<file path="src/logic/pci_cfg_defs.svh">
// Offsets, field positions, reset values and timing for the config block
`ifndef PCI_CFG_DEFS_SVH
`define PCI_CFG_DEFS_SVH

// ----------------------------------------------------------------
// Configuration offsets (byte addresses, dword aligned)
// ----------------------------------------------------------------
`define CFG_OFF_BASE4      8'h20
`define CFG_OFF_BASE5      8'h24
`define CFG_OFF_CARD_INFO  8'h28
`define CFG_OFF_SUBSYS     8'h2c
`define CFG_OFF_EXP_MEM    8'h30
`define CFG_OFF_RSVD_LOW   8'h34
`define CFG_OFF_RSVD_HIGH  8'h38
`define CFG_OFF_LAT_INT    8'h3c
`define CFG_OFF_PWR_CAP    8'h40
`define CFG_OFF_PWR_CTL    8'h44

// ----------------------------------------------------------------
// Fixed read values
// ----------------------------------------------------------------
`define CFG_ZERO_WORD      32'h0000_0000
`define CFG_GRANT_UNIT_NS  250
`define CFG_MAX_LAT_NS     6000
`define CFG_MIN_GNT_NS     1000
`define CFG_MAX_LAT        8'(`CFG_MAX_LAT_NS / `CFG_GRANT_UNIT_NS)
`define CFG_MIN_GNT        8'(`CFG_MIN_GNT_NS / `CFG_GRANT_UNIT_NS)
`define CFG_INT_PIN        8'h01
`define CFG_CAP_ID         8'h01
`define CFG_NEXT_PTR       8'h00
`define CFG_PWR_CAP_FIELD  16'h7e29

// ----------------------------------------------------------------
// Power control/status field positions and resets
// ----------------------------------------------------------------
`define PCS_STATE_LSB      0
`define PCS_WAKE_EN_BIT    8
`define PCS_WAKE_ST_BIT    15
`define PCS_STATE_RST      2'h0
`define INT_LINE_RST       8'h00

`endif

</file>
<file path="src/logic/pci_cfg_pkg.sv">
// Types shared by the config, power and interrupt block
package pci_cfg_pkg;
	localparam int N_STREAMS = 4;
	localparam int N_VCHAN   = 16;
	localparam int POS_W     = 12;

	typedef logic [POS_W-1:0] pos_t;
	typedef logic [3:0]       vchan_t;

	typedef enum logic [1:0] {
		PWR_D0     = 2'h0,
		PWR_D1     = 2'h1,
		PWR_D2     = 2'h2,
		PWR_D3_HOT = 2'h3
	} pwr_state_e;
endpackage : pci_cfg_pkg

</file>
<file path="src/logic/pci_config_pm_interrupt.sv">
// Upper config header, power management and interrupt aggregation
`timescale 1ns/100ps
`include "pci_cfg_defs.svh"
module pci_config_pm_interrupt (
	// Clock and reset
	input  wire logic                                  mclk,
	input  wire logic                                  arst_n,
	// Configuration access
	input  wire logic                                  cfg_rd,
	input  wire logic                                  cfg_wr,
	input  wire logic [7:0]                            cfg_addr,
	input  wire logic [3:0]                            cfg_be,
	input  wire logic [31:0]                           cfg_wdata,
	output logic [31:0]                                cfg_rdata,
	output logic                                       cfg_ack,
	// Config memory loader result
	input  wire logic                                  ee_done,
	input  wire logic                                  ee_sig_ok,
	input  wire logic [15:0]                           ee_ssid,
	input  wire logic [15:0]                           ee_ssvid,
	// Host programming of subsystem identifiers
	input  wire logic                                  ssid_wr,
	input  wire logic [31:0]                           ssid_wdata,
	// Stream pointers
	input  wire logic [pci_cfg_pkg::N_STREAMS-1:0]     str_valid,
	input  wire pci_cfg_pkg::pos_t [pci_cfg_pkg::N_STREAMS-1:0] str_pos,
	input  wire pci_cfg_pkg::pos_t [pci_cfg_pkg::N_STREAMS-1:0] str_size,
	input  wire pci_cfg_pkg::vchan_t [pci_cfg_pkg::N_STREAMS-1:0] str_vc,
	// Processor messages
	input  wire logic                                  msg_valid,
	input  wire pci_cfg_pkg::vchan_t                   msg_vc,
	// Interrupt control
	input  wire logic [pci_cfg_pkg::N_VCHAN-1:0]       int_enable,
	input  wire logic [pci_cfg_pkg::N_VCHAN-1:0]       int_clear,
	output logic [pci_cfg_pkg::N_VCHAN-1:0]            int_pending,
	output logic                                       inta_o,
	output logic                                       inta_oe,
	// Power management
	input  wire logic                                  wake_event,
	output pci_cfg_pkg::pwr_state_e                    power_state,
	output logic                                       external_config_memory_present
);
	import pci_cfg_pkg::*;

	// ----------------------------------------------------------------
	// Reset release
	// ----------------------------------------------------------------
	logic rst_meta_ff;
	logic rst_n;

	always_ff @(posedge mclk or negedge arst_n) begin
		if (!arst_n) begin
			rst_meta_ff <= 1'b0;
			rst_n       <= 1'b0;
		end else begin
			rst_meta_ff <= 1'b1;
			rst_n       <= rst_meta_ff;
		end
	end

	// ----------------------------------------------------------------
	// State
	// ----------------------------------------------------------------
	typedef struct packed {
		logic [31:0]        rdata;
		logic               ack;
		logic               present;
		logic               programmed;
		logic [15:0]        ssid;
		logic [15:0]        ssvid;
		logic [7:0]         int_line;
		pwr_state_e         pstate;
		logic               wake_en;
		logic               wake_st;
		logic [N_VCHAN-1:0] pend;
		logic               int_oe;
		logic               int_o;
	} cfg_s;

	cfg_s                  st_ff;
	cfg_s                  nxt_st;
	logic [N_STREAMS-1:0]  str_hit;
	logic [N_VCHAN-1:0]    vc_set;
	logic [7:0]            dw;

	// ----------------------------------------------------------------
	// Stream watchers
	// ----------------------------------------------------------------
	for (genvar i = 0; i < N_STREAMS; i++) begin : g_str
		vchan_detect u_det (
			.mclk      (mclk),
			.rst_n     (rst_n),
			.pos_valid (str_valid[i]),
			.pos       (str_pos[i]),
			.size      (str_size[i]),
			.hit       (str_hit[i])
		);
	end

	// ----------------------------------------------------------------
	// Next state
	// ----------------------------------------------------------------
	always_comb begin
		nxt_st = st_ff;
		dw     = {cfg_addr[7:2], 2'h0};
		vc_set = '0;

		// Channel events from streams and messages
		for (int i = 0; i < N_STREAMS; i++) begin
			if (str_hit[i]) begin
				vc_set[str_vc[i]] = 1'b1;
			end
		end
		if (msg_valid) begin
			vc_set[msg_vc] = 1'b1;
		end
		// Set wins over a clear in the same cycle
		nxt_st.pend = (st_ff.pend & ~int_clear) | vc_set;

		// Loader result; a bad signature loads nothing
		if (ee_done && ee_sig_ok) begin
			nxt_st.present = 1'b1;
			nxt_st.ssid    = ee_ssid;
			nxt_st.ssvid   = ee_ssvid;
		end
		if (ssid_wr) begin
			nxt_st.programmed = 1'b1;
			nxt_st.ssid       = ssid_wdata[31:16];
			nxt_st.ssvid      = ssid_wdata[15:0];
		end

		// Answer every access one cycle later
		nxt_st.ack   = cfg_rd || cfg_wr;
		nxt_st.rdata = `CFG_ZERO_WORD;
		if (cfg_rd) begin
			case (dw)
				`CFG_OFF_SUBSYS: begin
					if (st_ff.present || st_ff.programmed) begin
						nxt_st.rdata = {st_ff.ssid, st_ff.ssvid};
					end
				end
				`CFG_OFF_LAT_INT: begin
					nxt_st.rdata = {`CFG_MAX_LAT, `CFG_MIN_GNT,
						`CFG_INT_PIN, st_ff.int_line};
				end
				`CFG_OFF_PWR_CAP: begin
					nxt_st.rdata = {`CFG_PWR_CAP_FIELD,
						`CFG_NEXT_PTR, `CFG_CAP_ID};
				end
				`CFG_OFF_PWR_CTL: begin
					// Data, bridge byte and reserved bits stay zero
					nxt_st.rdata[`PCS_WAKE_ST_BIT]  = st_ff.wake_st;
					nxt_st.rdata[`PCS_WAKE_EN_BIT]  = st_ff.wake_en;
					nxt_st.rdata[`PCS_STATE_LSB +: 2] = st_ff.pstate;
				end
				// Base slots, card info, expansion, reserved all zero
				default: begin
					nxt_st.rdata = `CFG_ZERO_WORD;
				end
			endcase
		end

		// Writes; only the stored fields take them
		if (cfg_wr && dw == `CFG_OFF_LAT_INT && cfg_be[0]) begin
			nxt_st.int_line = cfg_wdata[7:0];
		end
		if (cfg_wr && dw == `CFG_OFF_PWR_CTL) begin
			if (cfg_be[0]) begin
				nxt_st.pstate =
					pwr_state_e'(cfg_wdata[`PCS_STATE_LSB +: 2]);
			end
			if (cfg_be[1]) begin
				nxt_st.wake_en = cfg_wdata[`PCS_WAKE_EN_BIT];
				if (cfg_wdata[`PCS_WAKE_ST_BIT]) begin
					nxt_st.wake_st = 1'b0;
				end
			end
		end
		// Wake event beats a same-cycle clear
		if (wake_event && st_ff.wake_en) begin
			nxt_st.wake_st = 1'b1;
		end

		// Open drain: pin pulled low while any enabled source pends
		nxt_st.int_oe = |(nxt_st.pend & int_enable);
		nxt_st.int_o  = 1'b0;
	end

	always_ff @(posedge mclk or negedge rst_n) begin
		if (!rst_n) begin
			st_ff          <= '0;
			st_ff.int_line <= `INT_LINE_RST;
			st_ff.pstate   <= pwr_state_e'(`PCS_STATE_RST);
		end else begin
			st_ff <= nxt_st;
		end
	end

	// ----------------------------------------------------------------
	// Outputs
	// ----------------------------------------------------------------
	assign cfg_rdata   = st_ff.rdata;
	assign cfg_ack     = st_ff.ack;
	assign int_pending = st_ff.pend;
	assign inta_o      = st_ff.int_o;
	assign inta_oe     = st_ff.int_oe;
	assign power_state = st_ff.pstate;
	assign external_config_memory_present = st_ff.present;
endmodule : pci_config_pm_interrupt

</file>
<file path="src/logic/vchan_detect.sv">
// Circular buffer pointer watcher: flags mid-point crossings and wraps
`timescale 1ns/100ps
module vchan_detect (
	// Clock and reset
	input  wire logic              mclk,
	input  wire logic              rst_n,
	// Pointer from the transfer engine
	input  wire logic              pos_valid,
	input  wire pci_cfg_pkg::pos_t pos,
	input  wire pci_cfg_pkg::pos_t size,
	// Event
	output logic                   hit
);
	import pci_cfg_pkg::*;

	typedef struct packed {
		logic seen;
		pos_t last;
	} det_s;

	det_s det_ff;
	det_s nxt_det;
	pos_t half;

	always_comb begin
		half    = size >> 1;
		nxt_det = det_ff;
		hit     = 1'b0;
		if (pos_valid) begin
			// First sample only primes the history
			hit = det_ff.seen && ((det_ff.last < half && pos >= half) ||
				(pos < det_ff.last));
			nxt_det.seen = 1'b1;
			nxt_det.last = pos;
		end
	end

	always_ff @(posedge mclk or negedge rst_n) begin
		if (!rst_n) begin
			det_ff <= '0;
		end else begin
			det_ff <= nxt_det;
		end
	end
endmodule : vchan_detect

</file>
<file path="config.mk">
export PLATFORM = sky130hd
export DESIGN_NAME = pci_config_pm_interrupt
export DESIGN_NICKNAME = d
export VERILOG_FILES = /design/src/logic/pci_cfg_pkg.sv /design/src/logic/pci_config_pm_interrupt.sv /design/src/logic/vchan_detect.sv
export VERILOG_INCLUDE_DIRS = /design/src /design/src/logic
export SDC_FILE = /design/constraint.sdc
export NUM_CORES = 1
export LEC_CHECK = 0
export ABC_AREA = 1
export BUFFER_PORTS_ARGS = -buffer_cell sky130_fd_sc_hd__buf_2
export CAP_MARGIN = 10
export CORE_ASPECT_RATIO = 0.7
export CORE_MARGIN = 3
export CORE_UTILIZATION = 30
export DETAILED_ROUTE_END_ITERATION = 8
export SLEW_MARGIN = 20
export SYNTH_ARGS = -nofsm -noshare
export SYNTH_HDL_FRONTEND = slang
export SYNTH_HIERARCHICAL = 1
export SYNTH_SLANG_ARGS = --single-unit
</file>
<file path="constraint.sdc">
create_clock -name mclk -period 5.25 [get_ports mclk]
set_input_delay 0.2625 -clock mclk [delete_from_list [all_inputs] [get_ports mclk]]
set_output_delay 0.2625 -clock mclk [all_outputs]
set_load 0.05 [all_outputs]
</file>
* Word-level counts from Yosys, hierarchy flattened
Cells that the tools add are included.
** Storage, ports and cells
- Register bits after elaboration :: 150
** Operators by class
- Magnitude comparators :: 22
- Eq/ne operators :: 4
- Muxes and demuxes :: 33
- Bitwise operators :: 8
- Reduce and logical (&&, ||, !) cells :: 32
** Operator list (number)
- $mux W32 :: 4
- $mux W16 :: 5
- $or A16 B16 Y16 :: 5
- $ge A12 B11 Y1 :: 4
- $lt A12 B11 Y1 :: 4
- $lt A12 B12 Y1 :: 4
- $pmux W16 S3 :: 1
- $and A16 B16 Y16 :: 2
- $lt A4 B5 Y1 const B :: 5
- $demux W1 S4 :: 5
- $ge A4 B1 Y1 const B :: 5
- $logic_and A1 B1 Y1 :: 18
- $not A16 Y16 :: 1
- $reduce_or A16 Y1 :: 1
- $mux W1 :: 13
- $eq A6 B4 Y1 const B :: 2
- $eq A6 B5 Y1 const B :: 2
- $pmux W6 S2 :: 1
- $pmux W2 S4 :: 1
- $reduce_bool A2 Y1 :: 4
- $logic_or A1 B1 Y1 :: 6
- $mux W6 :: 1
- $reduce_and A2 Y1 :: 2
- $pmux W1 S3 :: 1
- other kinds (2) :: 2

* Logic depth before layout (Yosys ltp)
Gate-level depths: netlist (run 1).
- Word-level depth :: 17
- Mapped depth :: 21
- Gate-level depth less buffers :: 21

* Hierarchy
Netlist (run 1), hierarchy kept.
** By module, submodules not included
- pci_config_pm_interrupt :: times used 1, cells each 734, area each 5378.9 um^2, sequential area each 2452.4 um^2
- vchan_detect :: times used 4, cells each 178, area each 1295.0 um^2, sequential area each 325.3 um^2

* Worst setup path before layout (run 1)
Ideal clock, no wire load.
- Path kind :: reg2reg
- Start :: register g_str[0].u_det/det_ff[11] (netlist bit)
- End :: register st_ff (netlist bit inta_oe)
- Library setup time :: 0.119 ns
- Data arrival time :: 1.907 ns
- Required time :: 5.131 ns
- Slack :: 3.225 ns
- Stages on the path, launching flop included :: 18
- Cell sequence :: dfrtp_1 -> inv_1 -> ha_1 -> nand2_1 -> nor4_1 -> nand2_1 -> nand2_1 -> a21oi_2 -> nand3_1 -> nor2_1 -> nor2_1 -> nand3_1 -> nand2_1 -> nand2_1 -> nor2_1 -> nand2_1 -> inv_1 -> nand2_1
** RTL lines
- start, declared :: RTL line vchan_detect.sv:21 : det_s det_ff;
- start signal, assigned :: RTL line vchan_detect.sv:42 : det_ff <= nxt_det;
- end signal, assigned :: RTL line pci_config_pm_interrupt.sv:195 : st_ff <= nxt_st;
- end, declared :: RTL line pci_config_pm_interrupt.sv:80 : cfg_s st_ff;

==> results by group, run 1 <==
Floorplanning
  • Die X: 230 um
  • Core area: 34100 um2
  • Ports: 323
  • Die ar.: 37500 um2
  • Core Rows: 56
  • Die height: 163 um
  • Starting Density: 0.310

Pwr
  • Leakage power: 7.17 nW
  • Cell Pwr Density: 265 nW/um2
  • Worst vdd ir: 121 uV

Layout
  • Nets@finish: 2082
  • Multi-input logic area: 5420 um2
  • Area grow syn2layout: 20.8%
  • Commonest non-fill, non-tap cells in the layout: nand2_1 (350), buf_2 (291), inv_1 (228)
  • Final instance area: 12800 um2
  • FF+latch area: 3760 um2
  • Fill cell count: 3622
  • Share of layout cells above drive strength 1: 0.210
  • Most common cell after layout, fill and taps aside: nand2_1

STA
  • Clock Skews: 0.0133 ns
  • Final Hold Vio Count: 0
  • Max-slew violations: 0
  • Worst relative slew slack: 0.521
  • Fmax achieved: 373 MHz
  • Final worst setup slack: 2.57 ns
  • Worst-margin pin slew: 0.718 ns
  • Minimum clock period: 2.68 ns
  • Final setup viols: 0
  • Setup TNS: 0 ns
  • Tcrit/Tclk final: 0.511
  • Unrepaired setup endpoints after global routing: no

Setup path
  • Crit-path max cell delay: 0.35 ns
  • Setup crit start kind: flip-flop
  • Worst setup EP type: flip-flop
  • Crit Path Class: reg2reg
  • Cell at the slowest stage of the critical path: dfrtp_1
  • Critical Path RT: 5.63 ns
  • Critical Path AT: 3.06 ns
  • End of the critical path: inta_oe
  • R2R setup slack: 2.57 ns
  • RR Endpoint: inta_oe
  • Cells on worst reg2reg path: 17
  • CP max FO: 7
  • CP dominant cell by count: nand2_1
  • Worst-path cell chain: inv_1 -> ha_1 -> a21oi_1 -> o21ai_0 -> a21oi_1 -> nand2_1 -> a21oi_2 -> nand3_1 -> nor2_1 -> nor2_1 -> nand3_1 -> nand2_1 -> nand2_1 -> nor2_1 -> nand2_1 -> inv_1 -> nand2_1
  • Worst setup path start: g_str[0].u_det/det_ff[7]
  • RR Startpoint: g_str[0].u_det/det_ff[7]

Synthesis
  • Seq cells post-synth: 150
  • Post-Synth Adder-Cell Area: 0.152
  • Syn. warnings: 6
  • Compound-cell area share of the yosys netlist: 0.0899
  • Synthesized net count: 1843
  • EDFF count, synth: 0
  • Main synth FF type: dfrtp_1
  • Multiplexer area fraction after synthesis: 0.00640
  • Syn avg cell area: 7.30 um2
  • Main combinational cell family by area after synthesis: simple AND/OR/NAND/NOR gates
  • Post-synthesis sequential area ratio: 0.355
  • Simple-gate portion of the synthesized area: 0.264
  • Synth Cell Area: 10600 um2
  • Post-synthesis instance total: 1446
  • Async set-reset flop share out of synthesis: 1.00
  • Synth cell types: 38
  • Xor/xnor cell area share of the yosys netlist: 0

Global routing
  • Initial antenna violation count: 2
  • Pin count of the biggest net entering global routing: 115
  • First-pass GRT wire length: 49.1 mm
  • Total gr overflow: 0
  • Total track usage: 0.167
  • Number of global-route vias before repair: 9402

Placed design
  • Port Buf Inserts: 291
  • Placement Cell Area: 12100 um2
  • Pre-CTS setup slack: 2.50 ns
  • GP Congestion: 0.879
  • Post-DP HPWL: 25.3 mm

Clocking
  • Root Buffer: clkbuf_16
  • Number of H-tree levels: 4
  • TritonCTS clock tree: built
  • Clk_lat worst skew: 0.45 ns
  • Clock buffer depth: 2
  • Post-CTS Resized: 0
  • Worst-path clk slew: 0.07 ns
  • TritonCTS Buffers: 17
  • Clock sink total: 150

Flow run
  • Number of max-cap violations: 0

Route
  • Vias: 9706
  • Initial DRC count: 475
  • Via/cell ratio: 4.48
  • 1st-pass router iterations: 5
  • Drt wl/cell: 14.3 um
  • Antenna Nets Post-Route: 0
  • WL final: 31.0 mm
  • DRC Markers: 0

Min path
  • Hold WC Path Type: in2reg
  • Min-Delay Path Depth: 2

Outcome
  • Status: finished, final reports clean
-- cell type report --
class                   instances  share of cell area
clock buffers                  18              0.0336
multi-input cells             990               0.425
flip-flops and latches        150               0.295
well taps                     464              0.0455
diodes                          3            0.000589
repair buffers                296               0.119
clock inverters                14              0.0141
inverters                     230              0.0678
-- state kept, by name (all words and copies together), names as in the netlist --
| name | cells |
|---|---|
| cfg_ack | 1 |
| cfg_rdata | 32 |
| external_config_memory_present | 1 |
| g_str.u_det/det_ff | 52 |
| int_pending | 16 |
| inta_oe | 1 |
| power_state | 2 |
| rst_meta_ff | 1 |
| rst_n | 1 |
| st_ff | 43 |
-- how the worst min path moves through the flow --
stage	startpoint	endpoint	slack, ns
3_5_place_dp	arst_n	rst_meta_ff	0.05
4_1_cts	cfg_wdata[6]	st_ff[28]	0.007
2_1_floorplan	arst_n	rst_meta_ff	-0.03
3_3_place_gp	arst_n	rst_meta_ff	0.05
5_1_grt	cfg_wdata[3]	st_ff[25]	0.02
6_report	cfg_wdata[6]	st_ff[28]	0.04
-- what timing repair did --
action / in CTS / in global routing
hold buffers: 3 / 0
endpoints found under the hold margin: 4 / 0
buffers inserted: 0 / 0
setup endpoints to repair: 0 / 0
-- routing by layer --
layer,vias up,routed length [um],global-route usage
li1,5017,-,-
met1,4428,15300,0.234
met2,228,14000,0.263
met3,33,1310,0.0343
met4,0,475,0.0450
met5,-,0,0
-- cells in the mapped netlist (6+ instances only) --
| master | number | area (um2) |
|---|---|---|
| nand2_1 | 351 | 1320 |
| nor2_2 | 9 | 56.3 |
| or2_2 | 6 | 37.5 |
| dfrtp_1 | 150 | 3750 |
| inv_1 | 228 | 856 |
| ha_1 | 128 | 1600 |
| buf_2 | 15 | 75.1 |
| clkbuf_1 | 6 | 22.5 |
| nand3b_1 | 8 | 60.1 |
| a21oi_2 | 8 | 70.1 |
| a21oi_1 | 45 | 225 |
| nor2_1 | 212 | 796 |
| buf_4 | 51 | 383 |
| o21ai_0 | 79 | 395 |
| a31oi_1 | 32 | 200 |
| nand3_1 | 73 | 365 |
| nand4_1 | 6 | 37.5 |
-- stage by stage --
stage	utilization	total power (W)	cells	hold WS, ns
4_1_cts	0.374	0.00345	2162	0.00696
3_3_place_gp	0.355	0.00208	2127	0.0500
5_1_grt	0.374	0.00362	2164	0.0226
3_5_place_dp	0.356	0.00211	2127	0.0543
6_report	0.375	0.00338	2165	0.0364
2_1_floorplan	-	0.00185	1446	-0.0331
-- power breakdown --
part           internal (W)  switching, W
clock network      0.000725      0.000579
registers           0.00125     0.0000543
logic              0.000279      0.000500
-- cells by family (layout without fill, tap and decap cells) --
family / Yosys count / after routing
buffers and inverters: 306 / 558
AND/OR/NAND/NOR: 681 / 681
other: 2 / 5
adder cells (fa/ha/maj): 128 / 128
AO/OA/AOI/OAI: 173 / 173
multiplexers: 6 / 6
flip-flops: 150 / 150
-- worst max-delay path: cells and delay by family (launching register included) --
| kind | cells | cell delay [ns] |
|---|---|---|
| AND/OR/NAND/NOR | 10 | 1.14 |
| adder cells (fa/ha/maj) | 1 | 0.29 |
| AO/OA/AOI/OAI | 4 | 0.77 |
| buffers and inverters | 2 | 0.09 |
| flip-flops | 1 | 0.35 |
Note: power is estimated with default switching activity, not from simulation.
==> inputs of run 2 (changes only) <==
==> constraint.sdc (replaced) <==
create_clock -name mclk -period 2.6 [get_ports mclk]
set_input_delay 0.13 -clock mclk [delete_from_list [all_inputs] [get_ports mclk]]
set_output_delay 0.13 -clock mclk [all_outputs]
set_load 0.05 [all_outputs]
==> run 2 against run 1 <==
Core utilization increased by 5.8 points. Sequential power grew 100%. Final cell count up 7.0%. Worst hold slack better by 0.015 ns. Combinational power rose to 2.5 times the previous value. Via count up 8.1%. Setup slack got worse by 2.4 ns. Sequential cell count unchanged. Final area grew 15%.
==> results by group, run 2 (same netlist as run 1, synthesis figures left out) <==
Setup path
  • Critical Path RT: 2.94 ns
  • CP max FO: 5
  • Cell at the slowest stage of the critical path: dlygate4sd3_1
  • R2R setup slack: 0.17 ns
  • Crit-path max cell delay: 0.54 ns
  • RR Startpoint: g_str[1].u_det/det_ff[7]
  • Crit Path Class: in2reg
  • Worst-path cell chain: dlygate4sd3_1 -> buf_2 -> ha_1 -> a21oi_1 -> a21oi_1 -> nor2_1 -> nand2_1 -> nand2_2 -> a21oi_4 -> buf_12 -> nand3_2 -> nor2_1 -> nor2_2 -> nand3_2 -> nand2_1 -> nand2_2 -> nor2_1 -> nand2_1 -> inv_1 -> nand2_1
  • CP dominant cell by count: nand2_1
  • Worst setup path start: str_pos[31]
  • Worst setup EP type: flip-flop
  • Setup crit start kind: input pin
  • Critical Path AT: 2.81 ns

Layout
  • Area grow syn2layout: 39.4%
  • Most common cell after layout, fill and taps aside: nand2_1
  • Final Util: 0.432
  • Commonest non-fill, non-tap cells in the layout: nand2_1 (335), buf_2 (291), inv_1 (225)
  • Share of layout cells above drive strength 1: 0.251
  • Top reg by flops: g_str.u_det/det_ff
  • Fill cell count: 3431
  • Max reg flops: 52
  • Nets@finish: 2229

Floorplanning
  • Core area: 34100 um2
  • Die height: 163 um
  • Starting Density: 0.310
  • Die X: 230 um
  • Ports: 323
  • Core Rows: 56
  • Die ar.: 37500 um2

Clocking
  • Clock buffer depth: 2
  • TritonCTS Buffers: 17
  • TritonCTS clock tree: built
  • Worst-path clk slew: 0.07 ns
  • Clock sink total: 150
  • Number of H-tree levels: 4
  • Root Buffer: clkbuf_16
  • Clk_lat worst skew: 0.44 ns

Route
  • Drt wl/cell: 14.8 um
  • DRC Markers: 0
  • Initial DRC count: 721
  • Vias: 10500
  • WL final: 34.2 mm
  • 1st-pass router iterations: 7
  • Antenna Nets Post-Route: 0
  • Via/cell ratio: 4.53

Global routing
  • First-pass GRT wire length: 52.2 mm
  • Initial antenna violation count: 7
  • Total gr overflow: 0
  • Pin count of the biggest net entering global routing: 74
  • Number of global-route vias before repair: 10200
  • Total track usage: 0.178

Placed design
  • Port Buf Inserts: 291
  • GP Congestion: 0.878
  • Post-DP HPWL: 26.1 mm

STA
  • Tcrit/Tclk final: 0.950
  • Setup TNS: 0 ns
  • Worst-margin pin slew: 0.532 ns
  • Final setup viols: 0
  • Clock Skews: 0.0110 ns
  • Max-slew violations: 0
  • Worst relative slew slack: 0.645
  • Minimum clock period: 2.47 ns
  • Final Hold Vio Count: 0
  • Fmax achieved: 405 MHz
  • Hold Slack: 0.0513 ns

Min path
  • Hold WC Path Type: in2reg
  • Hold path start: cfg_rd

Flow run
  • Number of max-cap violations: 0

Outcome
  • Status: finished, final reports clean

Pwr
  • Worst vdd ir: 388 uV
  • Leakage power: 7.86 nW
  • Cell Pwr Density: 487 nW/um2
## run 2: cell count changes in the layout (fill, tap and decap cells not counted), moves of 9 or more
| cell | delta |
|---|---|
| nand3_1 | -21 |
| nor2_1 | -24 |
| ha_4 | +10 |
| dlygate4sd3_1 | +126 |
| ha_1 | -10 |
| buf_4 | +17 |
| nand2_2 | +16 |
| nor2_2 | +21 |
| nand2_1 | -15 |
| nand3_4 | +9 |
| nand3_2 | +12 |
## run 2: what timing repair did
item	in CTS	in global routing
hold buffers	129	0
buffers inserted	0	16
gates resized for setup	1	105
endpoints found under the setup margin	1	1
pin swaps	0	42
hold endpoints to repair	96	0
## run 2: cell type report
cell class	count	area, um2	area share
multi-input cells	990	5910	0.402
flip-flops and latches	150	3760	0.255
repair buffers	443	2970	0.202
inverters	230	865	0.0587
well taps	464	581	0.0394
clock buffers	17	425	0.0289
clock inverters	15	188	0.0127
diodes	7	17.5	0.00119
## run 2: worst max-delay path: cells and delay by family
kind            cells  cell delay (ns)
compound gates      3             0.34
buf+inv             4             0.87
fa+ha+maj           1             0.30
simple gates       12             1.15
## run 2: layer usage
layer  GRT usage  vias up  wire length [um]
met5           0        -                 0
met4      0.0750        0              1010
met3      0.0276       63              1490
met2       0.281      303             15800
met1       0.242     4826             16000
li1            -     5301                 -
## run 2: per-stage QoR
stage	worst slack (ns)	power, W	area (um2)	instances
floorplan	0.113	0.00373	10600	1446
global placement	0.00528	0.00422	12200	2132
detailed placement	0.00649	0.00427	12200	2132
CTS	0.0399	0.00709	14100	2293
global route	-0.0472	0.00765	14700	2316
finish	0.129	0.00717	14700	2316
## run 2: final timing paths
kind,to,cells past startpoint
worst max-delay path,inta_oe,20
worst min-delay path,cfg_rdata[1],3
worst max register to register,inta_oe,18
worst min register to register,cfg_rdata[12],0
max in group asynchronous,cfg_rdata[25],1
min in group asynchronous,cfg_rdata[12],0
## run 2: power breakdown
group	switching (W)	internal (W)
combinational	0.00114	0.000828
sequential	0.000115	0.00252
clock	0.00119	0.00138
==> inputs of run 3 (changes only) <==
--- a/config.mk
+++ b/config.mk
@@ -11,8 +11,9 @@
 export CAP_MARGIN = 10
 export CORE_ASPECT_RATIO = 0.7
 export CORE_MARGIN = 3
-export CORE_UTILIZATION = 30
+export CORE_UTILIZATION = 53
 export DETAILED_ROUTE_END_ITERATION = 8
+export PLACE_DENSITY = 0.82
 export SLEW_MARGIN = 20
 export SYNTH_ARGS = -nofsm -noshare
 export SYNTH_HDL_FRONTEND = slang
==> run 3 against run 2 <==
Final cell count is 9.5% lower. Die area fell by 42%. Clock-buffer cell count unchanged. Non-clock buffer count is 14 lower. Sequential share of layout area is 1.3 points higher. Critical endpoint unchanged. Highest routed layer unchanged.
==> results by group, run 3 (same netlist as run 1, synthesis figures left out) <==
Clocking
  • Clk_lat worst skew: 0.43 ns
  • Clock sink total: 150
  • Clock buffer depth: 2
  • TritonCTS clock tree: built
  • Worst-path clk slew: 0.07 ns
  • Number of H-tree levels: 4
  • TritonCTS Buffers: 17
  • Root Buffer: clkbuf_16

STA
  • Worst-margin pin slew: 0.723 ns
  • Minimum clock period: 2.52 ns
  • Tcrit/Tclk final: 0.969
  • Fmax achieved: 397 MHz
  • Max-slew violations: 0
  • Final setup viols: 0
  • Final Hold Vio Count: 0
  • Worst relative slew slack: 0.518
  • Hold Slack: 0.00103 ns
  • Final worst setup slack: 0.0806 ns
  • Unrepaired setup endpoints after global routing: yes
  • Clock Skews: 0.0146 ns

Pwr
  • Leakage power: 7.75 nW
  • Worst vdd ir: 456 uV
  • Total Power: 0.00702 W
  • Cell Pwr Density: 501 nW/um2

Route
  • 1st-pass router iterations: 5
  • WL final: 32.3 mm
  • Antenna Nets Post-Route: 0
  • DRC Markers: 0
  • Met2 WL: 15.3 mm
  • Drt wl/cell: 15.4 um
  • Top sig layer: met4
  • Met3 wire len: 2.85 mm
  • Initial DRC count: 876
  • Via/cell ratio: 5.19
  • Vias: 10900
  • Met1 Wirelength: 13.4 mm

Layout
  • Top reg by flops: g_str.u_det/det_ff
  • Most common cell after layout, fill and taps aside: nand2_1
  • Fill cell count: 1384
  • Final Util: 0.728
  • Final instance area: 14000 um2
  • Nets@finish: 2215
  • Commonest non-fill, non-tap cells in the layout: nand2_1 (347), buf_2 (291), inv_1 (228)
  • Area grow syn2layout: 32.6%
  • FF+latch area: 3760 um2
  • Max reg flops: 52
  • Share of layout cells above drive strength 1: 0.219
  • Multi-input logic area: 5600 um2

Setup path
  • Worst setup path start: g_str[3].u_det/det_ff[11]
  • Worst-path cell chain: inv_1 -> ha_1 -> a21oi_1 -> o21ai_0 -> a21oi_1 -> nand2_1 -> a21oi_4 -> nand3_1 -> o21ai_0 -> inv_1 -> nand2_1 -> nand2_1 -> nand2_1 -> inv_1 -> nand2_1 -> nor2_1 -> nand2_1
  • Worst setup EP type: flip-flop
  • Crit Path Class: reg2reg
  • Crit-path max cell delay: 0.39 ns
  • Critical Path RT: 2.97 ns
  • CP dominant cell by count: nand2_1
  • CP max FO: 5
  • Cell at the slowest stage of the critical path: dfrtp_1
  • RR Startpoint: g_str[3].u_det/det_ff[11]
  • Setup crit start kind: flip-flop
  • Critical Path AT: 2.89 ns

Global routing
  • Number of global-route vias before repair: 10600
  • First-pass GRT wire length: 50.1 mm
  • Pin count of the biggest net entering global routing: 65
  • Initial antenna violation count: 1
  • Total gr overflow: 0
  • Total track usage: 0.289

Placed design
  • Pre-CTS setup slack: 0.0725 ns
  • Port Buf Inserts: 291
  • Post-DP HPWL: 22.3 mm
  • GP Congestion: 0.977
  • Placement Cell Area: 11900 um2

Floorplanning
  • Die height: 124 um
  • Die X: 175 um
  • Die ar.: 21700 um2
  • Ports: 323
  • Core area: 19200 um2
  • Starting Density: 0.549
  • Core Rows: 42

Flow run
  • Number of max-cap violations: 0

Min path
  • Hold WC Path Type: in2reg
  • Hold path start: ee_ssid[2]

Outcome
  • Status: finished, final reports clean
## run 3: cell types whose count changed in the layout (fill, tap and decap cells not counted), sizes merged
cell and delta:
clkinvlp -2, bufinv -1, buf -8, dlygate4sd3 -6, clkinv +3, diode -5
## run 3: through the flow
stage	setup TNS [ns]	std cells
3_5_place_dp	0	1933
4_1_cts	0	2088
2_1_floorplan	0	1446
5_1_grt	-0.107	2096
6_report	0	2097
3_3_place_gp	0	1933
## run 3: final timing paths
| check | to | slack [ns] | cells after the start |
|---|---|---|---|
| max in group asynchronous | cfg_rdata[5] | 1.43 | 1 |
| worst min register to register | rst_n | 0.36 | 0 |
| worst max register to register | inta_oe | 0.08 | 17 |
| min in group asynchronous | st_ff[43] | 0.39 | 0 |
| worst max-delay path | inta_oe | 0.08 | 17 |
| worst min-delay path | st_ff[48] | 0.001 | 3 |
## run 3: critical path, delay by kind of cell (launching register included)
family	cells	cell delay [ns]
AO/OA/AOI/OAI	5	0.88
buffers and inverters	3	0.21
flip-flops	1	0.39
AND/OR/NAND/NOR	8	0.66
adder cells (fa/ha/maj)	1	0.31
## run 3: layout make-up
cell class / count / share of cell area
well taps: 264 / 0.0236
repair buffers: 429 / 0.203
flip-flops and latches: 150 / 0.268
clock buffers: 17 / 0.0304
diodes: 2 / 0.000357
clock inverters: 15 / 0.0130
multi-input cells: 990 / 0.400
inverters: 230 / 0.0617
## run 3: power breakdown
| group | internal, W | switching (W) |
|---|---|---|
| Combinational | 0.000769 | 0.00110 |
| Sequential | 0.00252 | 0.000124 |
| Clock | 0.00130 | 0.00120 |
## run 3: what timing repair did
action,CTS,global route
buffers inserted,0,7
hold endpoints to repair,92,0
setup endpoints to repair,0,1
gates resized for setup,0,39
hold buffers,123,0
## run 3: per-layer routing
layer / vias to the layer above / track usage
li1: 5279 / -
met1: 4983 / 0.365
met2: 552 / 0.486
met3: 75 / 0.0731
met4: 0 / 0.105
met5: - / 0
